## src/hdl/dram_timing_pkg.sv

```systemverilog
// timing constants, cycle counts and types for the page-mode dram host
// assumes a 125 MHz controller clock; figures are those of the fastest grade
package dram_timing_pkg;
    localparam int CLK_NS = 8;
    // least times round up to whole clock cycles
    function automatic int up(input int ns);
        return (ns + CLK_NS - 1) / CLK_NS;
    endfunction
    function automatic int max2(input int a, input int b);
        return (a > b) ? a : b;
    endfunction
    // one speed grade: every figure below belongs to it
    localparam int T_RAH_NS = 10;
    localparam int T_RCD_MIN_NS = 20;
    localparam int T_RAC_NS = 60;
    localparam int T_RC_NS = 120;
    localparam int T_RAS_NS = 60;
    localparam int T_RAS_RMW_NS = 85;
    localparam int T_RMWC_NS = 140;
    localparam int T_CWL_NS = 15;
    localparam int T_RP_NS = 50;
    localparam int T_CP_NS = 10;
    localparam int T_CPRH_NS = 35;
    localparam int T_CSR_NS = 10;
    localparam int T_CHR_NS = 10;
    localparam int T_CAS_CBR_NS = 25;
    localparam int T_RAS_PAGE_MAX_NS = 200000;
    localparam int T_REF_NS = 16400000;
    localparam int REF_ROWS = 1024;
    localparam int SYNC_C = 2;
    localparam logic [3:0] INIT_CYCLES = 4'h8;
    // cycle counts
    localparam logic [4:0] RAH_C = 5'(up(T_RAH_NS));
    localparam logic [4:0] ROW_C = 5'(up(T_RCD_MIN_NS) + 1);
    localparam logic [4:0] CAS_RD_C = 5'(up(T_RAC_NS) + SYNC_C - 3);
    localparam logic [4:0] CAS_WR_C = 5'(up(T_RAS_NS) - 3);
    localparam logic [4:0] WRT_C =
        5'(max2(up(T_CWL_NS), up(T_RAS_RMW_NS) - 3 - int'(CAS_RD_C)));
    localparam logic [4:0] CP_C = 5'(up(T_CP_NS));
    localparam logic [4:0] CPRH_C = 5'(up(T_CPRH_NS));
    localparam logic [4:0] RP_C = 5'(up(T_RP_NS));
    localparam logic [4:0] CSR_C = 5'(up(T_CSR_NS));
    localparam logic [4:0] CHR_C =
        5'(max2(up(T_CHR_NS), up(T_CAS_CBR_NS) - int'(CSR_C)));
    localparam logic [4:0] RHOLD_C = 5'(up(T_RAS_NS) - int'(CHR_C));
    // longest times round down
    localparam int REF_INT_C = T_REF_NS / REF_ROWS / CLK_NS;
    localparam int RAS_PAGE_MAX_C = T_RAS_PAGE_MAX_NS / CLK_NS;
    localparam int PAGE_GUARD_C = 32;

    typedef enum logic [1:0] {
        K_READ = 2'h0,
        K_WRITE = 2'h1,
        K_RMW = 2'h2
    } kind_t;

    typedef enum logic [3:0] {
        S_IDLE = 4'h0,
        S_ROW = 4'h1,
        S_COL = 4'h2,
        S_WRT = 4'h3,
        S_PAGE = 4'h4,
        S_PCOL = 4'h5,
        S_PRE = 4'h6,
        S_RCAS = 4'h7,
        S_RRAS = 4'h8,
        S_RHOLD = 4'h9
    } state_t;
endpackage

```

## src/hdl/dram_host.sv

```systemverilog
// host controller for a 4M x 1 fast-page dram: read, early write,
// read-modify-write, page hits and column-first refresh
// assumes a 125 MHz clock and the dram's data output on dram_q_in
// no power-up pause is made here; the system must provide it
// Operation
// - write strobe high before column strobe falls
// - write strobe high through read end
// - write strobe low 10 ns past column fall
// - both strobes low 15 ns after write
// - write data valid around the later fall
// - read-modify-write timing minimums respected
// - page accesses at least 40 ns apart
// - page read-write accesses 60 ns apart
// - row strobe low time bounded
// - column precharge at least 10 ns
// - row low 35 ns after last precharge
// - column address held till near row rise
// - row/column strobe overlap minimums
// - column strobe timing for column-first refresh
// - write strobe high around refresh row fall
// - eight column-first refreshes before use
// - strobe levels select cycle type
// - all 1024 rows refreshed every 16.4 ms
`timescale 1ns/100ps
module dram_host #(
    parameter int ROW_W = 11,
    parameter int COL_W = 11,
    parameter int RAS_PAGE_MAX = dram_timing_pkg::RAS_PAGE_MAX_C,
    parameter int REF_INT = dram_timing_pkg::REF_INT_C
) (
    input wire logic clock_in,
    input wire logic arst_n_in,
    input wire logic req_valid_in,
    output logic req_ready_out,
    input wire dram_timing_pkg::kind_t req_kind_in,
    input wire logic [ROW_W+COL_W-1:0] req_addr_in,
    input wire logic req_wdata_in,
    output logic rsp_valid_out,
    output logic rsp_data_out,
    output logic init_done_out,
    output logic dram_ras_n_out,
    output logic dram_cas_n_out,
    output logic dram_we_n_out,
    output logic [ROW_W-1:0] dram_addr_out,
    output logic dram_d_out,
    input wire logic dram_q_in
);
    import dram_timing_pkg::*;

    // sequencer state and dwell count
    state_t state;
    state_t next_state;
    logic [4:0] cnt;
    // row-open time and refresh interval timers
    logic [15:0] ras_time;
    logic [15:0] ref_timer;
    logic ref_due;
    logic [3:0] init_left;
    // captured request fields
    logic [ROW_W-1:0] cur_row;
    logic [COL_W-1:0] cur_col;
    kind_t cur_kind;
    // read data synchroniser
    logic q_meta;
    logic q_sync;
    // request decode
    logic page_hit;
    logic accept;
    logic wr_kind;

    // a page hit must leave room for one more access under the row limit
    assign page_hit = req_valid_in && !ref_due &&
        (req_addr_in[ROW_W+COL_W-1:COL_W] == cur_row) &&
        (ras_time < 16'(RAS_PAGE_MAX - PAGE_GUARD_C));
    assign req_ready_out = (state == S_IDLE && init_done_out && !ref_due) ||
        (state == S_PAGE && cnt >= CP_C - 5'h01 && page_hit);
    assign accept = req_valid_in && req_ready_out;
    assign wr_kind = (cur_kind == K_WRITE);

    // sequencing; each state but S_IDLE and S_PAGE stays a fixed count, so pin widths are exact
    always_comb begin
        next_state = state;
        case (state)
            // refresh and init win over a waiting request
            S_IDLE: begin
                if (!init_done_out || ref_due) begin
                    next_state = S_RCAS;
                end else if (req_valid_in) begin
                    next_state = S_ROW;
                end
            end
            // row strobe low; column goes out after the row hold
            S_ROW: begin
                if (cnt == ROW_C - 5'h01) begin
                    next_state = S_COL;
                end
            end
            // column strobe low; reads wait out the row access time
            S_COL: begin
                if (wr_kind && cnt == CAS_WR_C - 5'h01) begin
                    next_state = S_PAGE;
                end else if (!wr_kind && cnt == CAS_RD_C - 5'h01) begin
                    // rmw drops write strobe only after the read is taken
                    next_state = (cur_kind == K_RMW) ? S_WRT : S_PAGE;
                end
            end
            // late write strobe with both strobes still low
            S_WRT: begin
                if (cnt == WRT_C - 5'h01) begin
                    next_state = S_PAGE;
                end
            end
            // column precharge; a same-row request may reopen it
            S_PAGE: begin
                if (cnt >= CP_C - 5'h01 && page_hit) begin
                    next_state = S_PCOL;
                end else if (cnt >= CPRH_C - 5'h01) begin
                    next_state = S_PRE;
                end
            end
            // one cycle of column setup before the strobe falls
            S_PCOL: begin
                next_state = S_COL;
            end
            // row precharge; also spaces random cycles apart
            S_PRE: begin
                if (cnt == RP_C - 5'h01) begin
                    next_state = S_IDLE;
                end
            end
            // column strobe leads the row strobe for refresh
            S_RCAS: begin
                if (cnt == CSR_C - 5'h01) begin
                    next_state = S_RRAS;
                end
            end
            // row strobe low while the column strobe is still held
            S_RRAS: begin
                if (cnt == CHR_C - 5'h01) begin
                    next_state = S_RHOLD;
                end
            end
            // column released; row stays low for its minimum width
            S_RHOLD: begin
                if (cnt == RHOLD_C - 5'h01) begin
                    next_state = S_PRE;
                end
            end
            // unused codes fall back to idle
            default: begin
                next_state = S_IDLE;
            end
        endcase
    end

    // state register and dwell counter
    // the counter restarts on every change of state
    always_ff @(posedge clock_in or negedge arst_n_in) begin
        if (!arst_n_in) begin
            state <= S_IDLE;
            cnt <= 5'h00;
        end else begin
            state <= next_state;
            cnt <= (next_state != state) ? 5'h00 : cnt + 5'h01;
        end
    end

    // strobes follow the next state so they change on the same edge
    always_ff @(posedge clock_in or negedge arst_n_in) begin
        if (!arst_n_in) begin
            dram_ras_n_out <= 1'b1;
            dram_cas_n_out <= 1'b1;
            dram_we_n_out <= 1'b1;
        end else begin
            // row strobe low in every state that holds the row open
            dram_ras_n_out <= !(next_state inside {S_ROW, S_COL, S_WRT,
                S_PAGE, S_PCOL, S_RRAS, S_RHOLD});
            // column strobe low in access and refresh states
            dram_cas_n_out <= !(next_state inside {S_COL, S_WRT,
                S_RCAS, S_RRAS});
            // early write: strobe low already before column fall
            if (next_state == S_WRT) begin
                dram_we_n_out <= 1'b0;
            end else if (next_state inside {S_ROW, S_PCOL, S_COL}) begin
                dram_we_n_out <= !(accept ? req_kind_in == K_WRITE
                    : wr_kind);
            end else begin
                dram_we_n_out <= 1'b1;
            end
        end
    end

    // multiplexed address; column set two cycles before column strobe, one on page hits
    // trade-off: page hits reuse the open row, so only a column is driven
    always_ff @(posedge clock_in or negedge arst_n_in) begin
        if (!arst_n_in) begin
            dram_addr_out <= '0;
        end else if (accept && state == S_IDLE) begin
            dram_addr_out <= req_addr_in[ROW_W+COL_W-1:COL_W];
        end else if (accept) begin
            dram_addr_out <= ROW_W'(req_addr_in[COL_W-1:0]);
        end else if (state == S_ROW && cnt == RAH_C - 5'h01) begin
            dram_addr_out <= ROW_W'(cur_col);
        end
        // column stays put until the row strobe rises
    end

    // request capture; write data held until the next request
    always_ff @(posedge clock_in or negedge arst_n_in) begin
        if (!arst_n_in) begin
            cur_row <= '0;
            cur_col <= '0;
            cur_kind <= K_READ;
            dram_d_out <= 1'b0;
        end else if (accept) begin
            cur_row <= req_addr_in[ROW_W+COL_W-1:COL_W];
            cur_col <= req_addr_in[COL_W-1:0];
            cur_kind <= req_kind_in;
            dram_d_out <= req_wdata_in;
        end
    end

    // data output is an async pin: two flops before use
    // only q_sync is read, never q_meta
    always_ff @(posedge clock_in or negedge arst_n_in) begin
        if (!arst_n_in) begin
            q_meta <= 1'b0;
            q_sync <= 1'b0;
        end else begin
            q_meta <= dram_q_in;
            q_sync <= q_meta;
        end
    end

    // sample late in the column phase; row access bounds the wait
    // the pin is seen two cycles late; the sample still follows row access
    always_ff @(posedge clock_in or negedge arst_n_in) begin
        if (!arst_n_in) begin
            rsp_valid_out <= 1'b0;
            rsp_data_out <= 1'b0;
        end else begin
            rsp_valid_out <= 1'b0;
            if (state == S_COL && !wr_kind && cnt == CAS_RD_C - 5'h01) begin
                rsp_valid_out <= 1'b1;
                rsp_data_out <= q_sync;
            end
        end
    end

    // row-low time, for the page limit
    // restarts when a new row opens; refresh time is never compared
    always_ff @(posedge clock_in or negedge arst_n_in) begin
        if (!arst_n_in) begin
            ras_time <= 16'h0000;
        end else if (state == S_ROW && cnt == 5'h00) begin
            ras_time <= 16'h0001;
        end else if (!dram_ras_n_out) begin
            ras_time <= ras_time + 16'h0001;
        end
    end

    // one row per interval; a tick landing on the take still counts
    always_ff @(posedge clock_in or negedge arst_n_in) begin
        if (!arst_n_in) begin
            ref_timer <= 16'h0000;
            ref_due <= 1'b0;
        end else begin
            if (ref_timer == 16'(REF_INT - 1)) begin
                ref_timer <= 16'h0000;
                ref_due <= 1'b1;
            end else begin
                ref_timer <= ref_timer + 16'h0001;
                // clear only on the take, so a new tick is never lost
                if (state == S_IDLE && next_state == S_RCAS) begin
                    ref_due <= 1'b0;
                end
            end
        end
    end

    // initialization count of column-first cycles
    always_ff @(posedge clock_in or negedge arst_n_in) begin
        if (!arst_n_in) begin
            init_left <= INIT_CYCLES;
            init_done_out <= 1'b0;
        end else if (state == S_RHOLD && next_state == S_PRE &&
                     !init_done_out) begin
            init_left <= init_left - 4'h1;
            init_done_out <= (init_left == 4'h1);
        end
    end
    // timing counts all from one package set; RAS_PAGE_MAX and REF_INT can be overridden
endmodule // dram_host

```

## config.mk

```make
export PLATFORM = sky130hd
export DESIGN_NAME = dram_host
export DESIGN_NICKNAME = d
export VERILOG_FILES = /design/src/hdl/dram_timing_pkg.sv /design/src/hdl/dram_host.sv
export SDC_FILE = /design/constraint.sdc
export NUM_CORES = 1
export LEC_CHECK = 0
export BUFFER_PORTS_ARGS = -buffer_cell sky130_fd_sc_hd__buf_2
export CAP_MARGIN = 20
export CORE_MARGIN = 8
export CORE_UTILIZATION = 28
export CTS_CLUSTER_SIZE = 28
export DETAILED_ROUTE_END_ITERATION = 10
export GPL_ROUTABILITY_DRIVEN = 0
export PLACE_DENSITY = 0.55
export SYNTH_ARGS = -nofsm -noshare
export SYNTH_HDL_FRONTEND = slang
export SYNTH_SLANG_ARGS = --single-unit
```

## constraint.sdc

```tcl
create_clock -name clock_in -period 4.8 [get_ports clock_in]
set_clock_uncertainty 0.2 [all_clocks]
set_input_delay 0.72 -clock clock_in [delete_from_list [all_inputs] [get_ports clock_in]]
set_output_delay 0.72 -clock clock_in [all_outputs]
set_load 0.01 [all_outputs]
```

==> results.txt, run 1 <==
----------------------------------------------------
[STA]
  Final Setup Violations ... 0
  Headroom to the max-slew limit ... 30.99%
  Least-Margin Pin Slew ... 1.031 ns
  Share of the clock period used by the worst path after layout ... 65.45%
  Pins Over Slew Limit ... 0
  Setup total negative slack ... 0 ns
  Fin. Hold Viols ... 0
  Achievable frequency ... 318.3 MHz
  Setup repair after global routing missed its margin ... false
  Clock period minus final worst setup slack ... 3.141 ns

[Layout]
  Area grow syn2layout ... 15.50%
  Share of post-route cells with drive strength above 1 ... 24.25%
  FILL cells ... 1755
  Antenna Cells ... 0
  Area of combinational cells with multiple inputs ... 2380 sq um
  Register area ... 2257 sq um
  Count of placed standard cells in the final layout, fillers left out ... 724
  Number of nets in the layout ... 532

[Pwr]
  VDD IR-drop max ... a little over 200 uV
  Power Dens Cells ... 282.8 nW/um^2
  Leakage power summed over all cells ... 2.417 nW

[Global routing]
  Antenna violations before repair ... 1
  Overflow after GRT ... 0
  Global-route wire length before repair ... 17750 um
  Number of global-route vias before repair ... 3490
  Global Route Usage Sum ... 9.965%
  Largest net degree at the start of global routing ... 69

[Logic synthesis]
  Biggest area contributors in the synthesized netlist ... dfrtp_1 (45%), xnor2_1 (5.1%), mux2_2 (4.7%)
  Total of flip-flops plus latches after synthesis ... 90
  Post-synthesis cell type count ... between 60 and 70
  Share of flip-flops with an asynchronous set or reset after synthesis ... 100.0%
  Synth Cell Area ... 4810 sq um
  Number of nets produced by synthesis ... 489
  Share of Yosys cell area claimed by the top area cell type ... between 40 and 50%
  Cell accounting for the most synthesized area ... dfrtp_1
  Count of synthesis-stage warnings from yosys ... 0
  Syn avg cell area ... 10.66 sq um
  Post-synth top flop ... dfrtp_1
  Share of synthesized area occupied by flip-flops and latches ... 46.93%
  Post-synth EDFFs ... 0
  Mapped Cells ... 451

[Outcome]
  Status ... finished, final reports clean

[CTS]
  Clock sink count ... 90
  Clock tree from TritonCTS ... built
  Clock-pin slew on the worst setup and hold paths ... 0.07 ns
  Quantity of gates resized following cts ... 0
  Clock latency at the later pin of the worst-skew pair ... about 0.35 ns
  Number of buffers inserted by post-CTS setup repair ... 0
  Number of H-tree levels ... 3
  Count of hold-fix buffers inserted at cts ... 0
  CTS root buf ... clkbuf_16
  Largest buffer count on any clock path ... 2
  Number of buffers created by CTS ... 9

[Route]
  Detailed-route DRC error count ... 0
  First DRT Iteration DRCs ... 253
  Routed via count ... 3465
  Vias per Instance ... 4.786
  Routed wirelength normalized by instance count ... 14.41 um
  Detailed-routing iteration count for the pre-antenna-repair pass ... 4
  Number of nets with antenna violations after detailed routing ... 0
  Aggregate routed wire length ... 10440 um

[Placed design]
  Placed cell count ... just over 700
  DP Wirelength ... 7486 um
  Number of port buffers ... between 40 and 50

[Setup path]
  Endpoint type of the worst setup path ... primary output
  Start-to-end type of the worst setup path ... flip-flop to primary output
  Slack of the worst reg-to-reg path ... between 1.5 and 2 ns
  Data required time of the worst path ... 3.88 ns
  Type of element launching the critical path ... flip-flop
  Largest fanout of any net on the critical path ... 5
  Crit path arrival time ... roughly 2.2 ns

[Floorplanning]
  Die span in x ... 147.1 um
  Site Rows ... 48
  Area of the core ... 17060 sq um
  Y dimension of the die ... roughly 150 um
  Number of top-level design ports ... 48
  Starting density of the core ... 28.20%
  Floorplan die area ... approximately 22000 sq um

[Worst hold path]
  Worst hold path type ... flip-flop to flip-flop

[Flow run]
  Total of max-cap violations ... 0

----------------------------------------------------
## cell type report
cell class | count | area share, %
Clock buffer | 9 | 4.054
Clock inverter | 7 | 1.847
Inverter | 13 | 0.8784
Multi-Input combinational cell | 330 | 42.84
Sequential cell | 90 | 40.63
Tap cell | 225 | 5.068
Timing Repair Buffer | 50 | 4.685
## metrics by stage
| step | hold slack (ns) | setup WS (ns) | power (W) | utilization [%] | instance area (sq um) |
|---|---|---|---|---|---|
| CTS | 0.1688 | 1.579 | 0.001596 | 32.57 | 5555 |
| global route | 0.1685 | 1.476 | 0.001626 | 32.57 | 5555 |
| floorplan | 0.1312 | 2.178 | 0.0007838 | - | 4810 |
| detailed placement | 0.1381 | 1.724 | 0.0008192 | 30.65 | 5228 |
| finish | 0.1630 | 1.659 | 0.001571 | 32.57 | 5555 |
| global placement | 0.1365 | 1.733 | 0.0008182 | 30.65 | 5228 |
## worst max-delay path, stage by stage, from the launching register on
cell and delay [ns]:
dfrtp_1 0.44, nor4_1 0.36, o21ai_1 0.17, a2111oi_4 0.40, nand3_1 0.24, nand2_1 0.13, buf_2 0.14
## Yosys cell counts, types with 3 or more instances
master,instances
inv_1,13
o21ai_0,5
nand4_1,12
nor2_1,39
buf_4,3
dfstp_2,4
and3_1,4
a211oi_1,13
a21oi_1,6
mux2_4,7
buf_6,6
nor3_1,8
a31oi_1,12
a211o_1,3
nand3_1,23
dfrtp_1,86
xnor2_1,28
nor4_1,6
clkbuf_1,4
and2_1,4
nor2b_1,16
buf_2,3
ha_1,9
nand2_1,45
xor2_1,17
mux2_2,20
mux2i_1,3
## cells in the final DEF, fill, tap and decap left out, types with 7 or more instances in the layout
| cell | Yosys | layout |
|---|---|---|
| clkbuf_16 | 0 | 9 |
| a211oi_1 | 13 | 13 |
| inv_1 | 13 | 13 |
| a31oi_1 | 12 | 12 |
| mux2_2 | 20 | 20 |
| buf_2 | 3 | 46 |
| dfrtp_1 | 86 | 86 |
| nand2_1 | 45 | 45 |
| xor2_1 | 17 | 17 |
| nor2b_1 | 16 | 16 |
| nor3_1 | 8 | 8 |
| ha_1 | 9 | 9 |
| xnor2_1 | 28 | 28 |
| nor2_1 | 39 | 39 |
| nand3_1 | 23 | 23 |
| mux2_4 | 7 | 7 |
| nand4_1 | 12 | 12 |
## logic make-up after synthesis
family,Yosys count,synth area share (%)
AO/OA/AOI/OAI,56,8.845
XOR/XNOR,47,9.105
adder cells (fa/ha/maj),9,2.341
buffers and inverters,31,3.746
flip-flops,90,46.93
multiplexers,30,7.492
AND/OR/NAND/NOR,188,21.54
## sequential cells by signal, summed over array words and instances, names as in the netlist, 2 cells and up
| signal | count |
|---|---|
| cnt | 5 |
| cur_col | 11 |
| cur_kind | 2 |
| cur_row | 11 |
| dram_addr_out | 11 |
| init_left | 4 |
| ras_time | 16 |
| ref_timer | 16 |
| state | 4 |
## where the power goes
part	total, W	internal (W)	switching, W
Combinational	0.0000438	0.0000158	0.0000280
Clock	0.000768	0.000461	0.000306
Sequential	0.000759	0.000759	0.000000265
Total	0.00157	0.00124	0.000335
## worst paths after layout
kind / start / end / cells after the start
worst max-delay path: ras_time[4] / req_ready_out / 6
worst min-delay path: q_meta / q_sync / 0
worst max register to register: cnt[4] / cur_row[0] / 7
worst min register to register: q_meta / q_sync / 0
max in group asynchronous: arst_n_in / dram_we_n_out / 2
min in group asynchronous: arst_n_in / ref_timer[14] / 1
## routing by layer
metal / wire length (um) / GRT usage [%] / share of wire, % / vias to the layer above
li1: - / - / - / 1664
met1: 5005 / 13.10 / 48 / 1734
met2: 4896 / 15.53 / 47 / 52
met3: 368 / 2.738 / 3.5 / 13
met4: 155 / 3.213 / 1.5 / 2
met5: 10 / 0 / 0.096 / -
No activity file was read; power rests on OpenSTA's default activity.
==> run 2: changes to the inputs <==
PLACE_DENSITY = 0.56   (was 0.55)
clock period = 2.7 ns   (was 4.8 ns; I/O delays follow)
==> run 2 against run 1 <==
Effect of this change:
- critical path depth increased by 3
- sequential power increased by 78%
- sequential share of layout area decreased by 3.0 points
- global-route usage increased by 0.76 points
- via count increased by 3.3%
- cell count increased by 4.8%
- setup slack got worse by 1.6 ns
- core utilization increased by 2.7 points
- non-clock buffer count increased by 35
- power increased by 71%
- die area unchanged
==> results.txt, run 2 (same netlist as run 1, synthesis figures left out) <==
----------------------------------------------------
[Outcome]
  Status ... finished, final reports clean

[Setup path]
  Type of element launching the critical path ... flip-flop
  Data required time of the worst path ... between 2 and 3 ns
  Endpoint type of the worst setup path ... flip-flop
  Start-to-end type of the worst setup path ... flip-flop to flip-flop
  Slack of the worst reg-to-reg path ... 0.04 ns
  Crit path arrival time ... about 2.7 ns
  Largest fanout of any net on the critical path ... 6
  R2R depth ... 9
  R2R Path Start ... cnt[1]
  Endpoint of the most critical register-to-register path ... cur_col[9]

[Pwr]
  VDD IR-drop max ... 269.9 uV
  Portion of total power attributed to combinational logic ... 3.3%
  Switching Share ... between 20 and 25%
  Switching Power ... 0.0005937 W
  Design internal power ... 0.002089 W
  Leakage power summed over all cells ... 2.655 nW
  Sequential Power Share ... 50.3%
  Portion of total power attributed to the clock network ... 46.4%
  Power Dens Cells ... between 400 and 500 nW/um^2

[STA]
  Achievable frequency ... 376.5 MHz
  Share of the clock period used by the worst path after layout ... 98.38%
  Final Setup Violations ... 0
  Least-Margin Pin Slew ... just over 0.6 ns
  Headroom to the max-slew limit ... 58.89%
  Fin. Hold Viols ... 0
  Clock period minus final worst setup slack ... 2.656 ns
  Final hold slack ... between 0.09 and 0.1 ns
  Setup repair after global routing missed its margin ... true
  Pins Over Slew Limit ... 0

[Layout]
  Number of nets in the layout ... 567
  Count of placed standard cells in the final layout, fillers left out ... 759
  Final Cell Area ... 6010 sq um
  Fraction of the core area covered by cells at the end of the flow ... 35.23%
  Leading cell type in the layout, fill and taps excluded ... dfrtp_1
  Register area ... 2260 sq um
  Antenna Cells ... 0
  Share of post-route cells with drive strength above 1 ... 31.84%
  Regs by FF count ... ras_time x16, ref_timer x16
  Area grow syn2layout ... 24.95%
  Area of combinational cells with multiple inputs ... approximately 2500 sq um
  Commonest cells after routing, fill and taps aside ... dfrtp_1 (84), buf_2 (45), nand2_1 (44), nor2_1 (39), buf_4 (31)
  FILL cells ... around 1700

[Route]
  Vias per Instance ... between 4 and 5
  Aggregate routed wire length ... 11240 um
  Number of nets with antenna violations after detailed routing ... 0
  Detailed-route DRC error count ... 0
  Routed wirelength normalized by instance count ... 14.81 um
  First DRT Iteration DRCs ... 209
  Routed via count ... roughly 3600
  Detailed-routing iteration count for the pre-antenna-repair pass ... 4

[Floorplanning]
  Die span in x ... 147.1 um
  Starting density of the core ... 28.20%
  Site Rows ... 48
  Number of top-level design ports ... 48
  Floorplan die area ... between 20000 and 25000 sq um
  Area of the core ... 17060 sq um
  Y dimension of the die ... 147.1 um

[Global routing]
  Overflow after GRT ... 0
  Antenna violations before repair ... 1
  Global Route Usage Sum ... 10.72%
  Largest net degree at the start of global routing ... 51
  Number of global-route vias before repair ... 3729
  Global-route wire length before repair ... 18780 um

[Placed design]
  DP Wirelength ... 7955 um
  Post-placement cell area ... roughly 5400 sq um
  Number of port buffers ... 47
  Placed cell count ... 729

[CTS]
  Number of buffers created by CTS ... 9
  Clock latency at the later pin of the worst-skew pair ... 0.35 ns
  Clock-pin slew on the worst setup and hold paths ... about 0.060 ns
  Largest buffer count on any clock path ... 2
  CTS root buf ... clkbuf_16
  Clock tree from TritonCTS ... built
  Number of H-tree levels ... 3
  Clock sink count ... 90

[Worst hold path]
  Hold Crit Endpoint ... dram_d_out
  Launch instance of the worst min-delay path ... req_wdata_in
  Cell depth of the worst hold path ... 2
  Worst hold path type ... input pin to flip-flop

[Flow run]
  Total of max-cap violations ... 0

----------------------------------------------------
-- run 2: worst max-delay path by stage --
| stage | start | to | slack (ns) | cells after the start |
|---|---|---|---|---|
| finish | cnt[1] | cur_col[9] | 0.04 | 9 |
| global route | ras_time[6] | req_ready_out | -0.04 | 7 |
| floorplan | cnt[1] | cnt[2] | 0.20 | 10 |
| global placement | cnt[1] | cur_col[2] | 0.09 | 7 |
| detailed placement | cnt[1] | cnt[4] | -0.02 | 9 |
| CTS | cnt[1] | cur_col[5] | -0.02 | 9 |
-- run 2: cell type report --
cell class | instances | area share [%]
Multi-Input combinational cell | 330 | 41.66
Tap cell | 225 | 4.685
Inverter | 13 | 0.8120
Clock buffer | 12 | 4.435
Sequential cell | 90 | 37.60
Clock inverter | 4 | 0.5205
Timing Repair Buffer | 85 | 10.29
-- run 2: power by group through the flow --
| stage | Clock [W] | Sequential (W) | Combinational [W] |
|---|---|---|---|
| after floorplan | 0 | 0.00138 | 0.0000178 |
| after global placement | 0 | 0.00138 | 0.0000833 |
| after detailed placement | 0 | 0.00138 | 0.0000845 |
| after CTS | 0.00130 | 0.00135 | 0.0000891 |
| after global routing | 0.00135 | 0.00135 | 0.0000995 |
| final | 0.00125 | 0.00135 | 0.0000877 |
-- run 2: critical path, stage by stage, from the launching register on --
cell and delay, ns:
dfrtp_1 0.40, or4_4 0.55, nor3_4 0.17, a2111oi_4 0.06, buf_4 0.15, and3_4 0.17
o21ai_4 0.22, buf_6 0.17, clkbuf_16 0.15, mux2_4 0.29
-- run 2: metal layers --
layer	wire length [um]	track usage (%)	up-vias	part of all wire, %
met5	9	0	-	0.080
met4	155	3.876	2	1.4
met3	438	3.568	13	3.9
met2	5345	16.70	60	48
met1	5295	13.57	1777	47
li1	-	-	1727	-
-- run 2: per-stage QoR --
step                      worst slack (ns)  TNS [ns]  total power, W
final                              0.04383         0        0.002683
after global routing              -0.03696   -0.2912        0.002799
after CTS                         -0.01939  -0.04578        0.002738
after detailed placement          -0.01883  -0.01883        0.001460
after global placement             0.08519         0        0.001459
after floorplan                     0.2011         0        0.001393
-- run 2: timing repair --
action                                 in CTS  in global routing
endpoints found under the hold margin      37                  0
hold buffers                                2                  0
setup buffers                               8                  3
resized for setup                          16                 13
gates cloned                                1                  1
pin swaps                                   6                 10
setup endpoints to repair                   2                 29
